### src/verilog/cds_pkg.sv
// Constants, register map and state layout for the clock conditioning block.
// Assumes a 10 MHz reference clock and a 32-bit APB register bus.
package cds_pkg;

    // ==========================================================
    // Timing
    localparam int CLK_PERIOD_NS = 100;
    localparam int ST_NS_4 = 296;
    localparam int ST_NS_5 = 234;
    localparam int ST_NS_6 = 171;
    localparam int ST_NS_7 = 109;
    localparam logic [2:0] ST_CYC_4 = 3'((ST_NS_4 + CLK_PERIOD_NS - 1) / CLK_PERIOD_NS);
    localparam logic [2:0] ST_CYC_5 = 3'((ST_NS_5 + CLK_PERIOD_NS - 1) / CLK_PERIOD_NS);
    localparam logic [2:0] ST_CYC_6 = 3'((ST_NS_6 + CLK_PERIOD_NS - 1) / CLK_PERIOD_NS);
    localparam logic [2:0] ST_CYC_7 = 3'((ST_NS_7 + CLK_PERIOD_NS - 1) / CLK_PERIOD_NS);

    // ==========================================================
    // Register indices (byte address is four times the index)
    localparam logic [5:0] IDX_GCS = 6'h00;
    localparam logic [5:0] IDX_PSC = 6'h0D;
    localparam logic [5:0] IDX_DBL = 6'h0F;
    localparam logic [5:0] IDX_SPR = 6'h10;

    // ==========================================================
    // Field positions
    localparam int CSEL_LSB  = 2;
    localparam int PSC_ST_LSB = 5;
    localparam int PSC_SHORT = 4;
    localparam int PSC_DV_LSB = 0;
    localparam int DBL_LSB   = 0;
    localparam int SPR_LSB   = 0;

    // ==========================================================
    // Codes and reset values
    localparam logic [2:0] CSEL_OSC8A = 3'h0;
    localparam logic [2:0] CSEL_OSC8B = 3'h1;
    localparam logic [2:0] CSEL_OSC   = 3'h2;
    localparam logic [2:0] CSEL_OSC2  = 3'h3;
    localparam logic [2:0] CSEL_SLOW  = 3'h4;
    localparam logic [2:0] CSEL_SLOWX = 3'h5;
    localparam logic [2:0] CSEL_OSC4  = 3'h6;
    localparam logic [2:0] CSEL_OSC6  = 3'h7;
    localparam logic [2:0] RST_CSEL   = CSEL_OSC8A;
    localparam logic [3:0] RST_DBL    = 4'h0;
    localparam logic [4:0] DBL_BASE_NS = 5'h05;
    localparam logic [1:0] SPR_NORMAL = 2'h1;
    localparam logic [12:0] SPR_NORMAL_PS = 13'd3000;
    localparam logic [12:0] SPR_STRONG_PS = 13'd4500;

    // ==========================================================
    // Types
    typedef struct packed {
        logic       start;
        logic [1:0] waits;
        logic       write;
        logic       afterIo;
    } cds_mem_req_t;

    typedef struct packed {
        logic [3:0]  dblCode;
        logic [2:0]  clkSel;
        logic [2:0]  pscSelf;
        logic        pscShort;
        logic [2:0]  pscDiv;
        logic [1:0]  spread;
        logic        pready;
        logic        pslverr;
        logic [31:0] prdata;
        logic [1:0]  slowSync;
        logic        slowPrev;
        logic [3:0]  fastCnt;
        logic [3:0]  slowCnt;
        logic        cpuTick;
        logic        busy;
        logic [2:0]  rem;
        logic        write;
        logic        noCs;
        logic [2:0]  timer;
        logic        csN;
        logic        oeN;
        logic        weN;
        logic        latch;
        logic        done;
        logic        dblBypass;
        logic [4:0]  dblLowNs;
        logic [12:0] spreadPs;
        logic        oscOn;
    } cds_state_t;

endpackage

### src/verilog/cds_clock_control.sv
// Main clock conditioning and low-power memory chip-select timing.
// Assumes an APB master on ref_clk and a slow 32 kHz clock on slowClkIn.
// Behaviour
// - Doubler code zero bypasses the doubler; oscillator clock passes undoubled.
// - Codes one to fifteen give low time of 6 to 20 ns.
// - Doubled clock is oscillator xor its delayed inverted copy.
// - Only write strobes and early output enable launch on the falling edge; the code registers all strobes on the rising edge.
// - Zero-wait memory access spans two adjacent processor clocks.
// - Spreader changes low phase by up to 3 ns or 4.5 ns.
// - Short chip select only when dividing by 4, 6 or 8, per control bit.
// - Short chip select asserts only for the final two oscillator clocks.
// - Zero-wait read lasts two processor clocks; each wait adds one.
// - Short mode drops chip select on stack write right after I/O.
// - Self-timed select starts at last clock and holds for a programmed time.
// - Self-timed mode latches read data at end of timed interval.
// - Self-timed select relies only on its own delay element; the code counts its width in ref_clk cycles.
// - The 32 kHz clock may be divided further down to 2 kHz.
// - Clock select field picks processor clock source and divisor.
// - Self-timed field: zero disables, codes four to seven pick widths.
// - Slow divider field: zero disables, codes four to seven divide 2 to 16.
`timescale 1ns/100ps
`default_nettype none

module cds_clock_control
    import cds_pkg::*;
(
    // Clock and reset
    input  wire logic          ref_clk,
    input  wire logic          rst,
    // APB slave
    input  wire logic          psel,
    input  wire logic          penable,
    input  wire logic          pwrite,
    input  wire logic [7:0]    paddr,
    input  wire logic [31:0]   pwdata,
    output logic               pready,
    output logic               pslverr,
    output logic [31:0]        prdata,
    // Slow clock pin
    input  wire logic          slowClkIn,
    // Memory cycle request
    input  wire cds_mem_req_t  memReq,
    output logic               memBusy,
    output logic               memDone,
    output logic               dataLatch,
    // Memory strobes
    output logic               memCsN,
    output logic               memOeN,
    output logic               memWeN,
    // Clock status
    output logic               cpuTick,
    output logic               mainOscOn,
    output logic               doublerBypass,
    output logic [4:0]         doublerLowNs,
    output logic [12:0]        spreadPs
);

    // ==========================================================
    // Decoders
    function automatic logic [3:0] fastDiv(input logic [2:0] sel);
        case (sel)
            CSEL_OSC:  fastDiv = 4'h1;
            CSEL_OSC2: fastDiv = 4'h2;
            CSEL_OSC4: fastDiv = 4'h4;
            CSEL_OSC6: fastDiv = 4'h6;
            default:   fastDiv = 4'h8;
        endcase
    endfunction

    function automatic logic [4:0] slowDiv(input logic [2:0] code);
        case (code)
            3'h4:    slowDiv = 5'h02;
            3'h5:    slowDiv = 5'h04;
            3'h6:    slowDiv = 5'h08;
            3'h7:    slowDiv = 5'h10;
            default: slowDiv = 5'h01;
        endcase
    endfunction

    function automatic logic [2:0] selfCyc(input logic [2:0] code);
        case (code)
            3'h4:    selfCyc = ST_CYC_4;
            3'h5:    selfCyc = ST_CYC_5;
            3'h6:    selfCyc = ST_CYC_6;
            default: selfCyc = ST_CYC_7;
        endcase
    endfunction

    cds_state_t s;
    cds_state_t n;
    logic       slowSel;
    logic       shortMode;
    logic       selfMode;
    logic [3:0] fd;
    logic [4:0] sd;

    // ==========================================================
    // Mode decode
    // source select
    assign slowSel = (s.clkSel == CSEL_SLOW) || (s.clkSel == CSEL_SLOWX);
    assign shortMode = s.pscShort && (s.clkSel == CSEL_OSC8A || s.clkSel == CSEL_OSC8B
                       || s.clkSel == CSEL_OSC4 || s.clkSel == CSEL_OSC6);
    assign selfMode = slowSel && s.pscSelf[2];
    assign fd = fastDiv(s.clkSel);
    assign sd = slowDiv(s.pscDiv);

    // ==========================================================
    // Next state
    always_comb begin
        logic tick;
        logic slowEdge;
        logic csOn;
        logic divWr;
        tick     = 1'b0;
        divWr    = 1'b0;
        slowEdge = s.slowSync[1] & ~s.slowPrev;
        csOn     = 1'b0;
        n        = s;
        n.pready  = 1'b0;
        n.pslverr = 1'b0;
        n.prdata  = 32'h0000_0000;
        n.done    = 1'b0;
        n.latch   = 1'b0;

        // Register access, answered in the second access cycle
        if (psel && penable && !s.pready) begin
            n.pready = 1'b1;
            if (paddr[1:0] != 2'h0) begin
                n.pslverr = 1'b1;
            end else begin
                case (paddr[7:2])
                    IDX_GCS: begin
                        n.prdata[CSEL_LSB +: 3] = s.clkSel;
                        if (pwrite) n.clkSel = pwdata[CSEL_LSB +: 3];
                    end
                    IDX_PSC: begin
                        n.prdata[PSC_ST_LSB +: 3] = s.pscSelf;
                        n.prdata[PSC_SHORT]       = s.pscShort;
                        n.prdata[PSC_DV_LSB +: 3] = s.pscDiv;
                        if (pwrite) begin
                            n.pscSelf  = pwdata[PSC_ST_LSB +: 3];
                            n.pscShort = pwdata[PSC_SHORT];
                            n.pscDiv   = pwdata[PSC_DV_LSB +: 3];
                            divWr      = 1'b1;
                        end
                    end
                    IDX_DBL: begin
                        n.prdata[DBL_LSB +: 4] = s.dblCode;
                        if (pwrite) n.dblCode = pwdata[DBL_LSB +: 4];
                    end
                    IDX_SPR: begin
                        n.prdata[SPR_LSB +: 2] = s.spread;
                        if (pwrite) n.spread = pwdata[SPR_LSB +: 2];
                    end
                    default: n.pslverr = 1'b1;
                endcase
            end
        end

        // Processor clock: fast divider or divided slow clock
        n.slowSync = {s.slowSync[0], slowClkIn};
        n.slowPrev = s.slowSync[1];
        if (slowSel) begin
            n.fastCnt = 4'h0;
            if (slowEdge) begin
                if ({1'b0, s.slowCnt} >= sd - 5'h01) begin
                    n.slowCnt = 4'h0;
                    tick      = 1'b1;
                end else begin
                    n.slowCnt = s.slowCnt + 4'h1;
                end
            end
        end else begin
            n.slowCnt = 4'h0;
            if (s.fastCnt >= fd - 4'h1) begin
                n.fastCnt = 4'h0;
                tick      = 1'b1;
            end else begin
                n.fastCnt = s.fastCnt + 4'h1;
            end
        end
        if (divWr) n.slowCnt = 4'h0;
        n.cpuTick = tick;

        // self-timed width counted by its own timer
        if (s.timer != 3'h0) begin
            n.timer = s.timer - 3'h1;
            if (s.timer == 3'h1 && !s.write) n.latch = 1'b1;
        end

        // cycle of two clocks plus waits
        if (!s.busy && memReq.start) begin
            n.busy  = 1'b1;
            n.rem   = 3'h2 + {1'b0, memReq.waits};
            n.write = memReq.write;
            // stack write after I/O loses select
            n.noCs  = memReq.afterIo && shortMode;
        end else if (s.busy && tick) begin
            if (s.rem == 3'h1) begin
                n.busy = 1'b0;
                n.done = 1'b1;
                n.noCs = 1'b0;
                if (!selfMode && !s.write) n.latch = 1'b1;
            end else begin
                n.rem = s.rem - 3'h1;
                if (s.rem == 3'h2 && selfMode) n.timer = selfCyc(s.pscSelf);
            end
        end

        // short select only in final two oscillator clocks
        if (shortMode) begin
            csOn = n.busy && n.rem == 3'h1 && n.fastCnt >= fd - 4'h2 && !n.noCs;
        end else if (selfMode) begin
            csOn = n.timer != 3'h0;
        end else begin
            csOn = n.busy;
        end
        // strobes share the rising-edge flop; write delay is at the pad
        n.csN = !csOn;
        n.oeN = !(csOn && !n.write);
        n.weN = !(csOn && n.write);

        n.dblBypass = (s.dblCode == 4'h0);
        n.dblLowNs = n.dblBypass ? 5'h00 : {1'b0, s.dblCode} + DBL_BASE_NS;
        case (s.spread)
            2'h0:       n.spreadPs = 13'h0000;
            SPR_NORMAL: n.spreadPs = SPR_NORMAL_PS;
            default:    n.spreadPs = SPR_STRONG_PS;
        endcase
        n.oscOn = (s.clkSel != CSEL_SLOWX);
    end

    // ==========================================================
    // State register
    always_ff @(posedge ref_clk) begin
        if (rst) begin
            s           <= '0;
            s.clkSel    <= RST_CSEL;
            s.dblCode   <= RST_DBL;
            s.csN       <= 1'b1;
            s.oeN       <= 1'b1;
            s.weN       <= 1'b1;
            s.dblBypass <= 1'b1;
            s.oscOn     <= 1'b1;
        end else begin
            s <= n;
        end
    end

    assign pready        = s.pready;
    assign pslverr       = s.pslverr;
    assign prdata        = s.prdata;
    assign memBusy       = s.busy;
    assign memDone       = s.done;
    assign dataLatch     = s.latch;
    assign memCsN        = s.csN;
    assign memOeN        = s.oeN;
    assign memWeN        = s.weN;
    assign cpuTick       = s.cpuTick;
    assign mainOscOn     = s.oscOn;
    assign doublerBypass = s.dblBypass;
    assign doublerLowNs  = s.dblLowNs;
    assign spreadPs      = s.spreadPs;
endmodule // cds_clock_control

`default_nettype wire

### config.mk
export PLATFORM = sky130hd
export DESIGN_NAME = cds_clock_control
export DESIGN_NICKNAME = d
export VERILOG_FILES = /design/src/verilog/cds_pkg.sv /design/src/verilog/cds_clock_control.sv
export SDC_FILE = /design/constraint.sdc
export NUM_CORES = 1
export LEC_CHECK = 0
export BUFFER_PORTS_ARGS = -buffer_cell sky130_fd_sc_hd__buf_2
export CORE_ASPECT_RATIO = 0.5
export CORE_UTILIZATION = 40
export CTS_CLUSTER_DIAMETER = 80
export CTS_CLUSTER_SIZE = 16
export DETAILED_ROUTE_END_ITERATION = 12
export GPL_TIMING_DRIVEN = 0
export HOLD_SLACK_MARGIN = 0.15
export PLACE_DENSITY_LB_ADDON = 0.3
export SKIP_LAST_GASP = 1
export SYNTH_ARGS = -nofsm -noshare
export SYNTH_HDL_FRONTEND = slang
export SYNTH_SLANG_ARGS = --single-unit
### constraint.sdc
create_clock -name ref_clk -period 3.25 [get_ports ref_clk]
set_input_delay 0.325 -clock ref_clk [delete_from_list [all_inputs] [get_ports ref_clk]]
set_output_delay 0.325 -clock ref_clk [all_outputs]
set_load 0.05 [all_outputs]
* Yosys cells after proc, flatten, opt, wreduce, memory -nomap -nowiden
Index checks and enable logic that the tools add are counted.
Storage, ports and cells: bits in registers 96, input port bits 51, output and inout port bits 61
Cells by class: add/subtract/negate cells 9, order comparisons 3, equality and inequality tests 22, multiplexer cells 43, bitwise logic cells 7, reductions and logical operators 47
Operators by type and width (number):
- == test 3 bit (second input constant) | 10
- case mux 13 bit (2 select lines) | 1
- 2-to-1 mux 4 bit | 6
- 2-to-1 mux 1 bit | 20
- case mux 5 bit (4 select lines) | 1
- case mux 4 bit (4 select lines) | 1
- AND reduction 4 bit | 4
- logical AND 1 bit | 15
- 2-to-1 mux 3 bit | 5
- == test 3 x 1 -> 1 bit (second input constant) | 4
- == test 6 x 4 -> 1 bit (second input constant) | 2
- == test 3 x 2 -> 1 bit (second input constant) | 3
- zero test 1 bit | 9
- OR reduction 3 bit | 3
- adder 4 x 1 -> 4 bit (second input constant) | 2
- greater-or-equal comparator 4 bit | 2
- 2-to-1 mux 2 bit | 4
- 2-to-1 mux 8 bit | 1
- OR reduction 4 bit | 2
- == test 6 x 5 -> 1 bit (second input constant) | 1
- zero test 6 bit | 1
- NOT 1 bit | 6
- case mux 2 bit (3 select lines) | 1
- nonzero test 3 bit | 2
- 18 further kinds | 25

* Depth between registers and ports, before layout
Gate-level depths: netlist of run 1.
depth in word-level cells 17, gate-level depth with buffers 17, mapped depth without buffers 16

* Worst setup path before layout of run 1
OpenSTA, ideal clock, no wires.
kind reg-to-reg, from register s[90] in the netlist's numbering, to register s (netlist bit memOeN), arrival time 2932 ps, data required time 3120 ps, path slack 188 ps, cell stages (with the launch flop) 18, buffers on the path 2, period minus slack after synthesis 3062 ps, path through dfxtp_1 > buf_2 > nand2_1 > ha_1 > xor2_1 > nand2b_1 > ha_1 > o21ai_0 > o21ai_0 > clkbuf_1 > nor2_1 > ha_1 > o21ai_0 > a21oi_1 > o22a_1 > o21ai_0 > o32ai_2 > nand3_1
RTL lines:
- from (decl) | RTL line cds_clock_control.sv:89 | cds_state_t s;
- from (signal assigned) | RTL line cds_clock_control.sv:246 | s <= n;

==> results of run 1 <==
## layout by cell type (no fill, tap or decap), types with 2 or more instances in the layout
cell type / netlist / final
clkbuf_16: 0 / 9
dfxtp_2: 0 / 2
a21boi_0: 3 / 3
buf_4: 51 / 57
buf_2: 1 / 57
clkbuf_8: 0 / 4
a31oi_1: 3 / 3
o22a_1: 2 / 2
conb_1: 1 / 28
a21oi_1: 19 / 19
nand2b_1: 7 / 7
xnor2_1: 2 / 2
a221oi_1: 2 / 2
nor2b_1: 8 / 8
buf_6: 0 / 2
clkbuf_1: 9 / 8
nor2_1: 59 / 59
nor3_1: 12 / 12
mux2i_1: 20 / 20
ha_1: 23 / 22
nand2_1: 27 / 26
o21ai_0: 9 / 6
o21a_1: 2 / 2
clkinvlp_4: 0 / 2
and2_1: 4 / 4
dfxtp_1: 62 / 60
o21ai_1: 1 / 2
nand3_1: 10 / 10
o21ai_2: 0 / 2
inv_1: 17 / 17
or3_1: 2 / 2
nor3b_1: 4 / 4
and3_1: 3 / 3
a22oi_1: 2 / 2
xor2_1: 4 / 4
## final cells by class
cell class              instances  area (um2)
plain buffers                  61         442
clock buffers                  12         267
clock inverters                 4        53.8
fillers                       706        3420
inverters                      17        63.8
multi-input cells             274        1690
flip-flops and latches         62        1240
well taps                     108         135
repair buffers                 64         338
## metrics by stage
| stage | instance area (um2) | setup slack [ns] | total power, mW |
|---|---|---|---|
| final | 4230 | 0.230 | 2.17 |
| after detailed placement | 3810 | -0.370 | 1.18 |
| after CTS | 4160 | 0.00831 | 2.18 |
| after floorplan | 3390 | 0.188 | 1.12 |
| after global placement | 3810 | -0.326 | 1.18 |
| after global routing | 4230 | -0.0108 | 2.27 |
## critical path, delay by kind of cell (launching register included)
kind,cells,cell delay (ns)
AO/OA/AOI/OAI,7,1.00
XOR/XNOR,1,0.15
adder cells (fa/ha/maj),3,0.74
buffers and inverters,2,0.30
flip-flops,1,0.34
AND/OR/NAND/NOR,4,0.37
## sequential cells by signal (all words and copies together), names as in the netlist, 2 cells and up
name / count
doublerLowNs: 5
n: 2
prdata: 8
s: 33
spreadPs: 3
## Yosys cell counts (2+ instances only)
library cell  count  area [um2]
nand3_1          10        50.1
inv_1            17        63.8
nor3b_1           4        30.0
clkbuf_1          9        33.8
a22oi_1           2        15.0
a21oi_1          19        95.1
ha_1             23         288
o22a_1            2        17.5
or3_1             2        12.5
o21ai_0           9        45.0
a31oi_1           3        18.8
a221oi_1          2        17.5
buf_4            51         383
o21a_1            2        15.0
mux2i_1          20         200
nor2b_1           8        50.1
and2_1            4        25.0
nor2_1           59         221
xor2_1            4        35.0
xnor2_1           2        17.5
nand2_1          27         101
nor3_1           12        60.1
and3_1            3        18.8
a21boi_0          3        22.5
nand2b_1          7        43.8
a211oi_1          2        15.0
dfxtp_1          62        1240
## power breakdown
part / internal, mW / leakage [nW] / switching [mW]
logic: 0.129 / 1.43 / 0.231
registers: 0.793 / 0.504 / 0.0211
clock network: 0.657 / 0.151 / 0.343
total: 1.58 / 2.08 / 0.595
## cells by family (layout without fill, tap and decap cells)
group	after synthesis	count (layout)	synth area share
other	1	28	0.00114
and+or+nand+nor	143	143	0.203
muxes	20	20	0.0608
adders and majority gates	23	23	0.0874
buffers and inverters	78	158	0.147
xor gates and xnor gates	6	6	0.0160
DFF	62	62	0.377
AOI/OAI and AO/OA	54	54	0.108
## layer usage
layer,vias to the layer above,share of wire,track usage
li1,1426,-,-
met1,1189,0.50,0.213
met2,85,0.43,0.275
met3,7,0.061,0.0574
met4,0,0.0094,0.0451
met5,-,0,0
## worst max path at each step
stage                   endpoint  depth (start not counted)
2_1_floorplan  memOeN$_SDFF_PP1_                         17
3_3_place_gp   memOeN$_SDFF_PP1_                         17
3_5_place_dp   memOeN$_SDFF_PP1_                         17
4_1_cts        memOeN$_SDFF_PP1_                         17
5_1_grt        memWeN$_SDFF_PP1_                         17
6_report       memOeN$_SDFF_PP1_                         17
## timing repair
action / 4_1_cts / 5_1_grt
pin swaps: 1 / 5
setup buffers: 1 / 6
setup endpoints to repair: 3 / 3
resized for setup: 5 / 11
hold buffers: 0 / 0
==> impl_metrics.py, run 1 <==
metrics = {
    "min_path": {
        "min_to": "n[45]$_SDFF_PP0_",
        "hold_start": "slowClkIn",
        "whs_path_depth": 2,
        "hp-class": "in2reg",
    },
    "setup_path": {
        "r2r_end": "memOeN$_SDFF_PP1_",
        "start_kind": "register",
        "crit_slowest_cell": "dfxtp_2",
        "r2r_slack_ns": 0.23,
        "cp_data_required_time_ns": 3.45,
        "r2r_cells": 17,
        "path_cells": "buf_6, nand2_1, ha_2, xor2_1, nand2b_1, ha_1, o21ai_2, o21ai_2, clkbuf_8, nor2_1, ha_1, o21ai_0, a21oi_1, o22a_1, o21ai_1, o32ai_2, nand3_1",
        "cp_max_fo": 9,
        "crit_path_end_kind": "register",
        "reg2reg_from": "s[90]$_SDFFE_PP0P_",
        "critPathMaxStageDelay_ns": 0.34,
        "crit_arrival_ns": 3.22,
        "path_class": "reg2reg",
        "critPathLaunch": "s[90]$_SDFFE_PP0P_",
    },
    "detailed_routing": {
        "ant_nets": 0,
        "dr.pass1.iters": 4,
        "post_drt_via_cell_ratio": 4.50,
        "vias": 2707,
        "drt-initial-drc-count": 73,
        "post_drt_wl_per_cell_um": 11.5,
        "post-route-drc-count": 0,
        "wl_um": 6910,
    },
    "yosys": {
        "synth_ff_type": "dfxtp_1",
        "ys_ff_latch": 62,
        "syn_area_per_cell_um2": 8.51,
        "postSynthCellCount": 387,
        "ys_seq_area_frac": 0.377,
        "synth_edf_count": 0,
        "synth_warnings": 0,
        "synth_cell_types": 46,
        "syn_area_mm2": 0.00329,
        "async_reset_ff_frac": 0,
    },
    "pwr": {
        "pwr_density_cell_mw_per_mm2": 514,
        "p_leak_nw": 2.08,
        "vdd_ir_drop_max_uv": 251,
    },
    "timing": {
        "setup_violations": 0,
        "relSlewSlack": 0.403,
        "setup_tns_ns": 0,
        "period_needed_ns": 3.02,
        "hold_violations": 0,
        "max_freq_ghz": 0.331,
        "hold_slack_ns": 0.208,
        "timing.final.crit_share": 0.929,
        "max_slew.worst_pin.slew_ns": 0.889,
        "finClkSkew_ns": 0.00617,
        "slew_violations": 0,
    },
    "place": {
        "hpwl_um": 5100,
        "portBuffers": 57,
        "gp_congestion": 0.829,
        "dp.cells": 579,
    },
    "die": {
        "die_w_um": 130,
        "fp.dieArea_mm2": 0.00862,
        "start_util": 0.430,
        "ios": 112,
        "core_mm2": 0.00765,
        "die-height_um": 66.2,
        "row_count": 22,
    },
    "layout": {
        "instances_no_fill": 602,
        "n_antenna_cell": 0,
        "fin_nets": 563,
        "area_delta_synth_final_pct": 28.4,
        "final_util": 0.552,
        "drive_above_1_share": 0.291,
    },
    "clock_tree": {
        "cts.sinks": 62,
        "clockRootBuffer": "clkbuf_16",
        "cts.path.max_buffers": 2,
        "clk_latency_ns": 0.32,
        "tritoncts": "built",
        "numCtsBuffers": 9,
        "clkSlewWorstSetupHoldPaths_ns": 0.06,
        "cts_max_level": 3,
    },
    "global_route": {
        "track_usage": 0.169,
        "grt_pass1_wl_um": 11000,
        "antenna_found_initial": 0,
        "grt_max_degree": 12,
        "grt_pass1_vias": 2336,
        "gr-total-overflow": 0,
    },
    "status": {
        "status": "completed",
    },
    "run": {
        "maxCapViolations": 0,
    },
}
Power figures use the tool's default switching activity.
==> run 2, diff against run 1 <==
--- a/config.mk
+++ b/config.mk
@@ -13,7 +13,7 @@
 export DETAILED_ROUTE_END_ITERATION = 12
 export GPL_TIMING_DRIVEN = 0
 export HOLD_SLACK_MARGIN = 0.15
-export PLACE_DENSITY_LB_ADDON = 0.3
+export PLACE_DENSITY = 0.8
 export SKIP_LAST_GASP = 1
 export SYNTH_ARGS = -nofsm -noshare
 export SYNTH_HDL_FRONTEND = slang
==> run 2 against run 1 <==
First-iteration DRC count grew 64%. Register-to-register slack lost 0.08 ns. Worst setup slack lost 0.084 ns. Clock skew grew 0.0018 ns.
==> impl_metrics.py, run 2 (synthesized netlist as in run 1, its figures left out) <==
metrics = {
    "clock_tree": {
        "clockRootBuffer": "clkbuf_16",
        "numCtsBuffers": 9,
        "cts.hold.buffers_added": 0,
        "cts_max_level": 3,
        "cts.sinks": 62,
        "clkSlewWorstSetupHoldPaths_ns": 0.06,
        "cts.path.max_buffers": 2,
        "tritoncts": "built",
        "clk_latency_ns": 0.33,
    },
    "setup_path": {
        "r2r_cells": 17,
        "r2r_end": "memOeN$_SDFF_PP1_",
        "path_class": "reg2reg",
        "crit_arrival_ns": 3.30,
        "cp_data_required_time_ns": 3.45,
        "reg2reg_from": "s[90]$_SDFFE_PP0P_",
        "r2r_slack_ns": 0.15,
        "cp_max_fo": 10,
        "crit_path_end_kind": "register",
        "start_kind": "register",
    },
    "detailed_routing": {
        "wl_um": 7030,
        "dr.pass1.iters": 4,
        "drt-initial-drc-count": 120,
        "ant_nets": 0,
        "post_drt_wl_per_cell_um": 11.7,
        "vias": 2752,
        "post-route-drc-count": 0,
        "post_drt_via_cell_ratio": 4.57,
    },
    "layout": {
        "multi_input_area_mm2": 0.00168,
        "final_util": 0.548,
        "final_common_cell": "dfxtp_1",
        "instances_no_fill": 602,
        "largest_reg_flops": 33,
        "final_cell_mix": "dfxtp_1 (61), nor2_1 (59), buf_4 (58)",
        "drive_above_1_share": 0.285,
        "n_antenna_cell": 0,
        "postLayoutCellArea_mm2": 0.00420,
        "area_delta_synth_final_pct": 27.4,
        "regArea_mm2": 0.00124,
        "largest_register": "s",
        "fin_nets": 563,
        "nFillCells": 689,
    },
    "global_route": {
        "grt_pass1_wl_um": 10900,
        "track_usage": 0.170,
        "gr-total-overflow": 0,
        "grt_max_degree": 13,
        "antenna_found_initial": 0,
        "grt_pass1_vias": 2364,
    },
    "pwr": {
        "p_sw_uw": 608,
        "p_total_mw": 2.12,
        "power_frac_clock": 0.446,
        "p_leak_nw": 2.08,
        "p_int_mw": 1.52,
        "switching_share": 0.286,
        "vdd_ir_drop_max_uv": 272,
        "combPwrFrac": 0.171,
        "pwr_density_cell_mw_per_mm2": 506,
        "seq_power_share": 0.383,
    },
    "die": {
        "start_util": 0.430,
        "core_mm2": 0.00765,
        "die-height_um": 66.2,
        "row_count": 22,
        "die_w_um": 130,
        "fp.dieArea_mm2": 0.00862,
        "ios": 112,
    },
    "place": {
        "dp_slack_ns": -0.353,
        "dp.cells": 579,
        "gp_congestion": 0.821,
        "portBuffers": 57,
        "hpwl_um": 5120,
        "placed_area_mm2": 0.00381,
    },
    "timing": {
        "max_slew.worst_pin.slew_ns": 0.877,
        "finClkSkew_ns": 0.00793,
        "hold_violations": 0,
        "hold_slack_ns": 0.209,
        "relSlewSlack": 0.411,
        "period_needed_ns": 3.10,
        "slew_violations": 0,
        "setup_tns_ns": 0,
        "finalWorstSetupSlack_ns": 0.146,
        "max_freq_ghz": 0.322,
        "setup_violations": 0,
        "timing.final.crit_share": 0.955,
    },
    "min_path": {
        "hp-class": "in2reg",
        "whs_path_depth": 2,
        "min_to": "n[45]$_SDFF_PP0_",
        "hold_start": "slowClkIn",
    },
    "run": {
        "maxCapViolations": 0,
    },
    "status": {
        "status": "completed",
    },
}
[run 2: routing by layer]
metal	vias up	track usage	wire, um
met3	6	0.0672	501
met4	0	0.0581	77
met2	102	0.278	3170
met1	1216	0.203	3280
met5	-	0	0
li1	1428	-	-
[run 2: worst max path at each step]
stage	from	slack, ns	end
after floorplan	s[90]$_SDFFE_PP0P_	0.19	memOeN$_SDFF_PP1_
after global placement	s[90]$_SDFFE_PP0P_	-0.22	memOeN$_SDFF_PP1_
after detailed placement	s[90]$_SDFFE_PP0P_	-0.35	memOeN$_SDFF_PP1_
after CTS	s[90]$_SDFFE_PP0P_	0.04	memOeN$_SDFF_PP1_
after global routing	s[90]$_SDFFE_PP0P_	-0.04	memOeN$_SDFF_PP1_
final	s[90]$_SDFFE_PP0P_	0.15	memOeN$_SDFF_PP1_
[run 2: layout make-up]
type,count,area share
clock inverters,7,0.0176
flip-flops and latches,62,0.296
well taps,108,0.0322
repair buffers,64,0.0805
plain buffers,61,0.104
multi-input cells,274,0.400
inverters,17,0.0152
clock buffers,9,0.0537
[run 2: repair_timing]
| item | CTS | global route |
|---|---|---|
| setup endpoints to repair | 3 | 3 |
| setup buffers | 5 | 2 |
| cloned | 0 | 0 |
| resized for setup | 8 | 4 |
| pin swaps | 2 | 2 |
[run 2: power groups by stage]
stage          combinational, mW  clock, mW  sequential (mW)
6_report                   0.364      0.948            0.813
5_1_grt                    0.400       1.00            0.817
4_1_cts                    0.359      0.967            0.813
3_5_place_dp               0.354          0            0.829
3_3_place_gp               0.345          0            0.828
2_1_floorplan              0.269          0            0.847
[run 2: critical path: stages, from the launching register on]
cell      delay (ns)
dfxtp_1         0.35
buf_6           0.14
nand2_1         0.08
ha_1            0.19
xor2_1          0.16
nand2b_1        0.16
ha_1            0.31
o21ai_2         0.08
o21ai_2         0.18
clkbuf_8        0.18
nor2_1          0.05
ha_1            0.28
o21ai_0         0.08
a21oi_1         0.13
o22a_1          0.15
o21ai_1         0.08
o32ai_2         0.27
nand3_1         0.11
